==> src/psc_pkg.sv <==
// Purpose: shared constants for the per-port statistics counter block
// Assumes: one instance per Ethernet port, 250 MHz system clock
// Notes: counter word indices are kept as indices; byte address is index times four
package psc_pkg;

    // ------------------------------------------------------------
    // sizes
    // ------------------------------------------------------------
    localparam int NUM_CNT = 30;
    localparam int NUM_WORDS = 16;
    localparam int LEN_W = 16;
    localparam int WORD_W = 32;

    // ------------------------------------------------------------
    // frame length and collision limits
    // ------------------------------------------------------------
    localparam logic [15:0] LEN_SHORT = 16'h000A;
    localparam logic [15:0] LEN_MIN = 16'h0040;
    localparam logic [15:0] LEN_MAX_UNTAG = 16'h05EE;
    localparam logic [15:0] LEN_MAX_TAG = 16'h05F2;
    localparam logic [15:0] LEN_127 = 16'h007F;
    localparam logic [15:0] LEN_255 = 16'h00FF;
    localparam logic [15:0] LEN_511 = 16'h01FF;
    localparam logic [15:0] LEN_1023 = 16'h03FF;
    localparam logic [15:0] LEN_1528 = 16'h05F8;
    localparam logic [4:0] COLL_LIMIT = 5'h10;

    // ------------------------------------------------------------
    // wrap flag positions in the status word
    // ------------------------------------------------------------
    localparam int WB_TX_BYTES = 0;
    localparam int WB_TX_UCAST = 1;
    localparam int WB_TX_FAIL = 2;
    localparam int WB_TX_PAUSE = 3;
    localparam int WB_TX_NUCAST = 4;
    localparam int WB_RX_BYTES = 5;
    localparam int WB_RX_FRAMES = 6;
    localparam int WB_GOOD_OCTET = 7;
    localparam int WB_GOOD_FRAMES = 8;
    localparam int WB_RX_PAUSE = 9;
    localparam int WB_RX_MCAST = 10;
    localparam int WB_RX_BCAST = 11;
    localparam int WB_LEN64 = 12;
    localparam int WB_JABBER = 13;
    localparam int WB_LEN127 = 14;
    localparam int WB_OVERSIZE = 15;
    localparam int WB_LEN255 = 16;
    localparam int WB_LEN511 = 17;
    localparam int WB_LEN1023 = 18;
    localparam int WB_LEN1528 = 19;
    localparam int WB_FRAGMENT = 20;
    localparam int WB_ALIGN = 21;
    localparam int WB_UNDERSIZE = 22;
    localparam int WB_CRC = 23;
    localparam int WB_SHORT = 24;
    localparam int WB_COLLISION = 25;
    localparam int WB_DROP = 26;
    localparam int WB_FILTER = 27;
    localparam int WB_DELAY = 28;
    localparam int WB_LATE_COLL = 29;
    localparam int OTHER_STAT_W = 2;

    // ------------------------------------------------------------
    // counter placement: word index, low bit, width
    // ------------------------------------------------------------
    localparam int CNT_WORD [NUM_CNT] = '{0, 1, 1, 2, 2, 3, 4, 5, 6, 6, 7, 7, 8, 8, 9,
        9, 10, 10, 11, 11, 12, 12, 12, 13, 13, 14, 14, 15, 15, 15};
    localparam int CNT_LSB [NUM_CNT] = '{0, 0, 24, 0, 16, 0, 0, 0, 0, 24, 0, 16, 0, 24, 0,
        24, 0, 16, 0, 16, 0, 16, 24, 0, 16, 0, 16, 0, 16, 24};
    localparam int CNT_WID [NUM_CNT] = '{32, 24, 8, 16, 16, 32, 32, 32, 24, 8, 16, 16, 24, 8,
        24, 8, 16, 16, 16, 16, 16, 8, 8, 16, 16, 16, 16, 16, 8, 8};

    // ------------------------------------------------------------
    // apb map
    // ------------------------------------------------------------
    localparam logic [7:0] REG_CNT_LAST = 8'h3C;
    localparam logic [7:0] REG_WRAP_STAT = 8'h40;
    localparam logic [7:0] REG_WRAP_MASK = 8'h44;
    localparam logic [7:0] REG_WRAP_WORD = 8'h48;
    localparam logic [29:0] MASK_RST = 30'h00000000;

endpackage

==> src/psc_port_statistics_counters.sv <==
// Purpose: per-port statistics counters with wrap reporting and apb read-out
// Assumes: event inputs are one-cycle pulses synchronous to clock
// Notes: counters sit in a 16-word flop memory read at byte address index*4
//
// What this block does
// keep every statistics counter of the port and let the host read them over apb.
// every counter wraps on overflow rather than saturating: counts restart at zero, byte totals keep the excess.
// any counter wrap raises the host interrupt through sticky status and mask.
// wraps are sent as a status word with flags in bits 29:0 and other status above.
// flags 0 to 4 are bytes sent, unicast sent, send fail, pause sent, non-unicast sent.
// flags 5 to 11 are rx bytes, rx frames, good bytes, good frames, pause, multicast, broadcast.
// length flags are 12 for 64, 14, 16, 17, 18 and 19 for the larger buckets up to 1528.
// error flags are 13 jabber, 15 oversize, 20 to 26 fragment to drop, and 29 late collision.
// filtering discards come from the queue manager and delay discards from the buffer manager.
// each counter has a fixed word in counter memory, byte totals take a whole word.
// 24/8 splits use 23:0 and 31:24, 16/8/8 splits use 15:0, 23:16 and 31:24.
// 16/16 splits use 15:0 and 31:16.
// the good octet count adds lengths of error-free frames from 64 to 1518 or 1522 tagged.
// send fail counts underruns, late collisions and a frame's sixteenth collision.
// the non-unicast sent count takes every sent broadcast or multicast frame.
// each overflow pulses its wrap flag once, and all counters clear at reset.
`timescale 1ns/1ps
`default_nettype none

module psc_port_statistics_counters
    import psc_pkg::*;
(
    input wire logic clock,
    input wire logic rst,
    input wire logic psel,
    input wire logic penable,
    input wire logic pwrite,
    input wire logic [7:0] paddr,
    input wire logic [31:0] pwdata,
    output logic [31:0] prdata,
    output logic pready,
    output logic pslverr,
    input wire logic rx_done,
    input wire logic [15:0] rx_len,
    input wire logic rx_tagged,
    input wire logic rx_fcs_err,
    input wire logic rx_align_err,
    input wire logic rx_collision,
    input wire logic rx_pause,
    input wire logic rx_mcast,
    input wire logic rx_bcast,
    input wire logic rx_drop,
    input wire logic tx_done,
    input wire logic [15:0] tx_len,
    input wire logic tx_pause,
    input wire logic tx_mcast,
    input wire logic tx_bcast,
    input wire logic tx_collision,
    input wire logic tx_late_coll,
    input wire logic tx_underrun,
    input wire logic qm_filter_discard,
    input wire logic bm_delay_discard,
    output logic [31:0] wrap_word,
    output logic wrap_word_valid,
    output logic irq
);

    // ------------------------------------------------------------
    // state
    // ------------------------------------------------------------
    logic [31:0] mem_ff [NUM_WORDS];
    logic [31:0] nxt_mem [NUM_WORDS];
    logic [4:0] attempt_ff;
    logic [4:0] nxt_attempt;
    logic [29:0] stat_ff;
    logic [29:0] nxt_stat;
    logic [29:0] mask_ff;
    logic [29:0] nxt_mask;
    logic [31:0] word_ff;
    logic [31:0] nxt_word;
    logic valid_ff;
    logic nxt_valid;
    logic [31:0] prdata_ff;
    logic [31:0] nxt_prdata;

    logic [NUM_CNT-1:0] ev;
    logic [NUM_CNT-1:0] wrap;
    logic [15:0] inc [NUM_CNT];
    logic [31:0] cnt_new [NUM_CNT];
    logic [31:0] cnt_mask [NUM_CNT];

    // ------------------------------------------------------------
    // receive classification and transmit fail detection
    // ------------------------------------------------------------
    logic [15:0] rx_max;
    logic size_ok;
    logic too_long;
    logic too_short;
    logic rx_good;
    logic tx_excess;
    logic tx_fail;

    assign rx_max = rx_tagged ? LEN_MAX_TAG : LEN_MAX_UNTAG;
    assign size_ok = (rx_len >= LEN_MIN) && (rx_len <= rx_max);
    assign too_long = rx_len > rx_max;
    assign too_short = rx_len < LEN_MIN;
    // good frame test
    assign rx_good = size_ok && !rx_fcs_err && !rx_align_err && !rx_collision;

    // sixteenth collision of one frame
    assign tx_excess = tx_collision && (attempt_ff == COLL_LIMIT - 5'h01);
    // send fail sources
    assign tx_fail = tx_underrun || tx_late_coll || tx_excess;

    always_comb begin
        nxt_attempt = attempt_ff;
        if (tx_done || tx_excess) begin
            nxt_attempt = 5'h00;
        end else if (tx_collision) begin
            nxt_attempt = attempt_ff + 5'h01;
        end
    end

    always_ff @(posedge clock) begin
        if (rst) begin
            attempt_ff <= 5'h00;
        end else begin
            attempt_ff <= nxt_attempt;
        end
    end

    // ------------------------------------------------------------
    // event vector, one bit per counter
    // ------------------------------------------------------------
    always_comb begin
        ev = '0;
        // transmit counters
        ev[WB_TX_BYTES] = tx_done;
        ev[WB_TX_UCAST] = tx_done && !tx_mcast && !tx_bcast;
        ev[WB_TX_FAIL] = tx_fail;
        ev[WB_TX_PAUSE] = tx_done && tx_pause;
        // broadcast or multicast sent
        ev[WB_TX_NUCAST] = tx_done && (tx_mcast || tx_bcast);
        // receive counters
        ev[WB_RX_BYTES] = rx_done;
        ev[WB_RX_FRAMES] = rx_done;
        ev[WB_GOOD_OCTET] = rx_done && rx_good;
        ev[WB_GOOD_FRAMES] = rx_done && rx_good;
        ev[WB_RX_PAUSE] = rx_done && rx_good && rx_pause;
        ev[WB_RX_MCAST] = rx_done && rx_good && rx_mcast && !rx_bcast;
        ev[WB_RX_BCAST] = rx_done && rx_good && rx_bcast;
        // length buckets, good and bad frames alike
        ev[WB_LEN64] = rx_done && (rx_len == LEN_MIN);
        ev[WB_LEN127] = rx_done && (rx_len > LEN_MIN) && (rx_len <= LEN_127);
        ev[WB_LEN255] = rx_done && (rx_len > LEN_127) && (rx_len <= LEN_255);
        ev[WB_LEN511] = rx_done && (rx_len > LEN_255) && (rx_len <= LEN_511);
        ev[WB_LEN1023] = rx_done && (rx_len > LEN_511) && (rx_len <= LEN_1023);
        ev[WB_LEN1528] = rx_done && (rx_len > LEN_1023) && (rx_len <= LEN_1528);
        // receive error counters
        ev[WB_JABBER] = rx_done && too_long && rx_fcs_err && !rx_collision;
        ev[WB_OVERSIZE] = rx_done && too_long && !rx_collision;
        ev[WB_FRAGMENT] = rx_done && too_short && rx_fcs_err && !rx_collision;
        ev[WB_ALIGN] = rx_done && size_ok && rx_align_err && !rx_collision;
        ev[WB_UNDERSIZE] = rx_done && too_short && !rx_fcs_err && !rx_align_err
            && !rx_collision;
        ev[WB_CRC] = rx_done && size_ok && rx_fcs_err && !rx_collision;
        ev[WB_SHORT] = rx_done && (rx_len < LEN_SHORT) && !rx_collision;
        // the collision counter takes tx_collision only, late collisions count on their own
        ev[WB_COLLISION] = tx_collision;
        ev[WB_DROP] = rx_drop;
        // discards from the queue and buffer managers
        ev[WB_FILTER] = qm_filter_discard;
        ev[WB_DELAY] = bm_delay_discard;
        ev[WB_LATE_COLL] = tx_late_coll;
    end

    // ------------------------------------------------------------
    // per-counter add and wrap
    // ------------------------------------------------------------
    genvar gi;
    generate
        for (gi = 0; gi < NUM_CNT; gi++) begin : g_cnt
            logic [32:0] mask33;
            logic [31:0] field;
            logic [32:0] sum;
            assign mask33 = (33'h000000001 << CNT_WID[gi]) - 33'h000000001;
            assign cnt_mask[gi] = mask33[31:0];
            // fixed word per counter
            // field taken by its low bit and width
            assign field = (mem_ff[CNT_WORD[gi]] >> CNT_LSB[gi]) & cnt_mask[gi];
            // byte totals add the frame length, the rest add one
            if (gi == WB_TX_BYTES) begin : g_txb
                assign inc[gi] = tx_len;
            end else if (gi == WB_RX_BYTES || gi == WB_GOOD_OCTET) begin : g_rxb
                // good octet count adds the frame length
                assign inc[gi] = rx_len;
            end else begin : g_one
                assign inc[gi] = 16'h0001;
            end
            assign sum = {1'b0, field} + {17'h00000, inc[gi]};
            // drop the carry so the field rolls over
            assign cnt_new[gi] = sum[31:0] & cnt_mask[gi];
            // one pulse per overflow
            assign wrap[gi] = ev[gi] && sum[CNT_WID[gi]];
        end
    endgenerate

    // ------------------------------------------------------------
    // counter memory
    // ------------------------------------------------------------
    always_comb begin
        for (int w = 0; w < NUM_WORDS; w++) begin
            nxt_mem[w] = mem_ff[w];
        end
        for (int i = 0; i < NUM_CNT; i++) begin
            if (ev[i]) begin
                nxt_mem[CNT_WORD[i]] = (nxt_mem[CNT_WORD[i]] & ~(cnt_mask[i] << CNT_LSB[i]))
                    | (cnt_new[i] << CNT_LSB[i]);
            end
        end
    end

    always_ff @(posedge clock) begin
        for (int w = 0; w < NUM_WORDS; w++) begin
            // counters clear at reset
            if (rst) begin
                mem_ff[w] <= 32'h00000000;
            end else begin
                mem_ff[w] <= nxt_mem[w];
            end
        end
    end

    // ------------------------------------------------------------
    // wrap status word to the command block
    // ------------------------------------------------------------
    always_comb begin
        // flags low, other status bits above stay clear
        nxt_word = word_ff;
        nxt_valid = |wrap;
        if (|wrap) begin
            nxt_word = {{OTHER_STAT_W{1'b0}}, wrap};
        end
    end

    always_ff @(posedge clock) begin
        if (rst) begin
            word_ff <= 32'h00000000;
            valid_ff <= 1'b0;
        end else begin
            word_ff <= nxt_word;
            valid_ff <= nxt_valid;
        end
    end

    assign wrap_word = word_ff;
    assign wrap_word_valid = valid_ff;

    // ------------------------------------------------------------
    // apb slave
    // ------------------------------------------------------------
    logic setup;
    logic access;
    logic mapped;
    logic wr_stat;

    assign setup = psel && !penable;
    assign access = psel && penable;
    assign mapped = (paddr[1:0] == 2'h0) && (paddr <= REG_WRAP_WORD);
    assign wr_stat = access && pwrite && (paddr == REG_WRAP_STAT);

    // read data captured in setup so prdata comes from a flop; no wait states
    always_comb begin
        nxt_prdata = prdata_ff;
        if (setup && !pwrite) begin
            // unmapped reads give zero, misaligned low addresses too
            if (!mapped) begin
                nxt_prdata = 32'h00000000;
            end else if (paddr <= REG_CNT_LAST) begin
                // counter words readable by the host
                nxt_prdata = mem_ff[paddr[5:2]];
            end else if (paddr == REG_WRAP_STAT) begin
                nxt_prdata = {{OTHER_STAT_W{1'b0}}, stat_ff};
            end else if (paddr == REG_WRAP_MASK) begin
                nxt_prdata = {{OTHER_STAT_W{1'b0}}, mask_ff};
            end else if (paddr == REG_WRAP_WORD) begin
                nxt_prdata = word_ff;
            end else begin
                nxt_prdata = 32'h00000000;
            end
        end
    end

    // ------------------------------------------------------------
    // interrupt status and mask
    // ------------------------------------------------------------
    always_comb begin
        nxt_mask = mask_ff;
        nxt_stat = stat_ff;
        if (access && pwrite && (paddr == REG_WRAP_MASK)) begin
            nxt_mask = pwdata[29:0];
        end
        if (wr_stat) begin
            nxt_stat = stat_ff & ~pwdata[29:0];
        end
        // a new wrap wins over a clear in the same cycle
        nxt_stat = nxt_stat | wrap;
    end

    always_ff @(posedge clock) begin
        if (rst) begin
            prdata_ff <= 32'h00000000;
            mask_ff <= MASK_RST;
            stat_ff <= 30'h00000000;
        end else begin
            prdata_ff <= nxt_prdata;
            mask_ff <= nxt_mask;
            stat_ff <= nxt_stat;
        end
    end

    assign prdata = prdata_ff;
    assign pready = access;
    assign pslverr = access && !mapped;
    // level interrupt while an enabled wrap is pending
    assign irq = |(stat_ff & mask_ff);

endmodule

`default_nettype wire

==> config.mk <==
export PLATFORM = sky130hd
export DESIGN_NAME = psc_port_statistics_counters
export DESIGN_NICKNAME = d
export VERILOG_FILES = /design/src/psc_pkg.sv /design/src/psc_port_statistics_counters.sv
export SDC_FILE = /design/constraint.sdc
export NUM_CORES = 2
export LEC_CHECK = 0
export ABC_AREA = 0
export BUFFER_PORTS_ARGS = -buffer_cell sky130_fd_sc_hd__buf_4
export CAP_MARGIN = 0
export CORE_MARGIN = 2
export CORE_UTILIZATION = 55
export CTS_CLUSTER_SIZE = 14
export DETAILED_ROUTE_END_ITERATION = 8
export MAX_ROUTING_LAYER = met4
export PLACE_DENSITY = 0.78
export SLEW_MARGIN = 20
export SYNTH_ARGS = -nofsm -noshare
export SYNTH_HDL_FRONTEND = slang
export SYNTH_SLANG_ARGS = --single-unit
==> constraint.sdc <==
create_clock -name clock -period 2.6 [get_ports clock]
set_input_delay 0.26 -clock clock [delete_from_list [all_inputs] [get_ports clock]]
set_output_delay 0.26 -clock clock [all_outputs]
set_load 0.02 [all_outputs]
* Yosys cells after proc, flatten, opt, wreduce, memory -nomap -nowiden *
Memories as Yosys holds them, arrays and structs flattened.
Cells that the tools add are included.

cells by class
  bitwise gates (word level) = 46
  add/subtract/negate cells = 31
  order comparisons = 17
  muxes and demuxes = 56
  eq/ne operators = 5
  reduce and logical (&&, ||, !) cells = 97

operators by type and width
  kind                   number
  $mux 32                50
  $or 32x16->32          8
  $add 16x1->17 const B  14
  $or 16x32->32          6
  $or 24x32->32          6
  $or 32x24->32          6
  $add 24x1->25 const B  4
  $add 32x16->33         3
  $logic_and 1x1->1      80
  $add 8x1->9 const B    8
  $and 30x30->30         2
  $mux 30                2
  $reduce_or 30->1       2
  $add 32x1->33 const B  1
  $gt 16x7->1 const B    2
  $not 30->30            1
  $or 30x30->30          1
  $eq 8x7->1 const B     3
  $eq 16x7->1 const B    1
  $ge 16x7->1 const B    1
  $gt 16x10->1 const B   1
  $gt 16x11->1           1
  $gt 16x8->1 const B    1
  $gt 16x9->1 const B    1
  19 further kinds       47

storage, ports and cells
  memories kept = 1
  input port bits = 95
  bits in writable memories = 512
  bits in registers = 128
  word-level logic and storage cells = 259

memories
  memory  words  bits a word  rd ports  clocked after memory_dff  wr ports  RTL line                            text
  mem_ff  16     32           17        0                         16        psc_port_statistics_counters.sv:66  logic [31:0] mem_ff [NUM_WORDS];

* Longest topological paths before layout *
  word-level depth = 13
  gate-level depth with buffers = 13

* Worst setup path before layout *
Ideal clock, no wire load.

  path type = reg-to-reg
  start point = memory mem_ff[5][5]
  end point = register word_ff[12] (netlist: wrap_word[12])
  data arrival time = 2.704 ns
  path buffers = 1
  setup slack = -0.175 ns
  stages on the path, launching flop included = 11
  data required time = 2.530 ns
  setup time = 0.070 ns
  path through = dfxtp_1 -> ha_1 -> a21o_1 -> or3_1 -> o211ai_1 -> o21ai_0 -> a221oi_2 -> o311a_1 -> buf_2 -> nand3_1 -> a21oi_1

RTL lines
  item                  RTL line                             text
  from (decl)           psc_port_statistics_counters.sv:66
  to (signal assigned)  psc_port_statistics_counters.sv:246  word_ff <= nxt_word;
  to (decl)             psc_port_statistics_counters.sv:74   logic [31:0] word_ff;

* Worst setup path in the final report *
  start point = register attempt_ff[1]
  end point = register word_ff[23] (netlist: wrap_word[23])

between the ends
  cells in the longest elaborated chain, start to end = 5

RTL lines
  item                    RTL line                             text
  from (decl)             psc_port_statistics_counters.sv:68   logic [4:0] attempt_ff;
  from (signal assigned)  psc_port_statistics_counters.sv:123  attempt_ff <= nxt_attempt;
  $eq 5x4->1              psc_port_statistics_counters.sv:106  assign tx_excess = tx_collision && (attempt_ff == COLL_LIMIT - 5'h01);
  $logic_and 1x1->1       psc_port_statistics_counters.sv:106
  $logic_or 1x1->1        psc_port_statistics_counters.sv:108  assign tx_fail = tx_underrun || tx_late_coll || tx_excess;
  $logic_and 1x1->1       psc_port_statistics_counters.sv:199  assign wrap[gi] = ev[gi] && sum[CNT_WID[gi]];
  $reduce_or 30->1        psc_port_statistics_counters.sv:236  if (|wrap) begin

No other way between the ends.
A chain may end at the register's enable or synchronous reset.

==> results.json <==
{
  "area_growth_pct": 27.8,
  "antenna_found_initial": 3,
  "antenna_left": 0,
  "hp-class": "input port to flop",
  "ioPinCount": 163,
  "synth_cells": 3841,
  "track_usage_pct": 37.0,
  "placed_area_um2": 39800,
  "r2r_cells": 13,
  "die_area_um2": 63600,
  "row_count": 90,
  "start_util_pct": 55.9,
  "die_w_um": 252,
  "hpwl_um": 86500,
  "peakVddDrop_mv": 0.506,
  "grt_setup_unrepaired": "true",
  "netlist-cell-type-count": 74,
  "ys.flop_type": "dfxtp_1",
  "max_slew_margin_pct": 39.5,
  "synth_area_leader_cell": "dfxtp_1",
  "vias_per_cell": 6.18,
  "cts_sinks": 640,
  "fin_skew_ns": 0.0336,
  "synth_edf_count": 0,
  "tightest_slew_ns": 0.907,
  "grt-ovfl-total": 0,
  "avgRoutedWirePerCell_um": 21.9,
  "hold_depth": 4,
  "worst_ep_required_time_ns": 3.15,
  "setup_viol": 30,
  "drv_cap": 0,
  "cts-root-buf": "clkbuf_16",
  "drt_iter0_drc": 4164,
  "syn_area_per_cell_um2": 8.82,
  "hold_viol": 0,
  "syn-cell-area_um2": 33900,
  "start_kind": "flop",
  "clkTransAtPathRegs_ns": 0.06,
  "first_global_vias": 31100,
  "ys_seq_elements": 640,
  "gp_congestion": 1.04,
  "async_reset_ff_share_pct": 0,
  "slowest_stage": "and4bb_4",
  "io_buffers": 158,
  "grt_pass1_wl_um": 178000,
  "worstSkewPairLatency_ns": 0.64,
  "die_h_um": 252,
  "period_share_pct": 106,
  "worst-setup-path-type": "flop to flop",
  "setup_ws_ns": -0.160,
  "whs_ns": 0.0424,
  "cts_tree": "done",
  "power.leakage_uw": 0.0167,
  "crit_start": "attempt_ff[1]",
  "hp-start": "qm_filter_discard",
  "violations": "setup timing",
  "clockBufferDepth": 3,
  "synth_top_cell_area_share_pct": 37.8,
  "drt_wl_total_um": 117000,
  "critPathCaptureType": "flop",
  "path_cells": "ha_4 > and3_4 > ha_4 > a211o_1 > nand4_1 > o2111a_1 > nand4_1 > nand4b_1 > and4bb_4 > buf_12 > buf_8 > nand3_2 > a21oi_1",
  "cts_made_buffers": 70,
  "critPathMaxStageDelay_ns": 0.35,
  "period_needed_ns": 2.76,
  "vias": 32900,
  "netlist_top_cells_area": "dfxtp_1 38%, mux4_2 11%, nor2_1 6.5%, xor2_1 6.4%, nand2_1 4.4%",
  "r2r-start": "attempt_ff[1]",
  "max_freq_ghz": 0.362,
  "power_density_nw_per_um2": 526,
  "instances_no_fill": 5331,
  "dp_cells": 5152,
  "drive_gt1_share_pct": 24.8,
  "cts_max_level": 3,
  "fin_nets": 4674,
  "crit_path_max_fanout": 6,
  "grt_max_degree": 169,
  "yosysSeqAreaShare_pct": 37.8,
  "cp.arrival_ns": 3.31,
  "first_pass_iters": 8,
  "status": "complete, but fails checks",
  "coreArea_um2": 60600,
  "yosys_warnings": 0,
  "drc": 0,
  "final_cell_area_um2": 43300,
  "fillCellCount": 4238,
  "drv_slew": 0
}
final timing paths:
check	to	slack, ns
setup reg to reg	wrap_word[23]	-0.16
setup / recovery	wrap_word[23]	-0.16
hold reg to reg	mask_ff[20]	0.46
hold / removal	mem_ff[15][0]	0.04
routing by layer:
layer  up-vias  track usage [%]  share of wire (%)
met3       434             8.49                 12
met2      1882             53.8                 42
li1      15000                -                  -
met1     15600             47.3                 38
met4         0             21.8                7.1
met5         -                -                  0
cells in the final DEF, fill, tap and decap left out, types with 11 or more instances in the layout:
cell type and instances:
inv_1 87, nand3_2 11, buf_4 691, dfxtp_1 631, a21o_1 14, nand2b_1 17, a21oi_1 248, mux2i_1 64
o22ai_1 38, and3_1 78, xor2_1 247, clkbuf_16 72, ha_1 66, a22oi_1 46, buf_12 22, clkbuf_1 16
nor2_1 587, nor4_1 19, dlygate4sd3_1 33, nand3_1 153, xnor2_1 147, nand2_1 391, clkbuf_8 14, o21ai_0 93
mux4_2 160, or3_1 79, and2_1 24, nand4_1 129, or2_2 13, and4_1 54, nor3_1 54, o21a_1 13
state kept, by name, summed over array words and instances (netlist names):
signal           cells
attempt_ff           5
mask_ff             30
mem_ff             512
prdata              32
stat_ff             30
wrap_word           30
wrap_word_valid      1
kinds of logic (layout without fill, tap and decap cells):
logic type,after synthesis,in the layout,synth area share [%]
DFF,640,640,37.8
other,1,7,0.0111
and+or+nand+nor,1679,1679,23.7
xor gates and xnor gates,396,396,10.2
adders and majority gates,83,83,3.13
buffers and inverters,272,974,3.12
AOI/OAI and AO/OA,545,545,9.43
muxes,225,225,12.6
final cells by class:
cell class	instances	area, um^2	area share [%]
well taps	782	978	2.26
multi-input cells	2930	20600	47.7
clock inverters	18	259	0.598
inverters	91	342	0.789
clock buffers	102	2050	4.75
repair buffers	763	6170	14.3
diodes	5	12.5	0.0289
flip-flops and latches	640	12800	29.6
critical path, delay by kind of cell, from the launching register on:
family / cells / cell delay (ns)
simple gates: 6 / 1.10
compound gates: 3 / 0.66
flops: 1 / 0.34
fa+ha+maj: 2 / 0.31
buf+inv: 2 / 0.27
power by group:
group	leakage [uW]	internal, uW	switching, uW
clock	0.00113	5920	4270
sequential	0.00517	9920	112
combinational	0.0104	1170	1370
synthesized netlist by cell type (89+ instances only):
cell,count
nand2_1,394
xor2_1,249
xnor2_1,147
nand3_1,167
a21oi_1,256
o21ai_0,100
clkbuf_1,151
dfxtp_1,640
inv_1,89
mux4_2,160
nor2_1,589
nand4_1,129
repair_timing:
action / 4_1_cts / 5_1_grt
hold buffers: 33 / 0
setup endpoints to repair: 63 / 85
pin swaps: 42 / 39
resized for setup: 67 / 77
hold endpoints to repair: 71 / 0
setup buffers: 11 / 11
cloned: 1 / 1
stage by stage:
stage | utilization, % | TNS, ns | power [uW] | worst slack [ns]
final | 71.5 | -2.70 | 22800 | -0.160
after global routing | 71.4 | -5.23 | 23400 | -0.247
after CTS | 70.7 | -2.90 | 22600 | -0.143
after detailed placement | 65.7 | -23.73 | 12500 | -0.483
after global placement | 65.7 | -18.55 | 12500 | -0.449
after floorplan | - | 0 | 11500 | 0.00489
(Power assumes the default switching activity.)
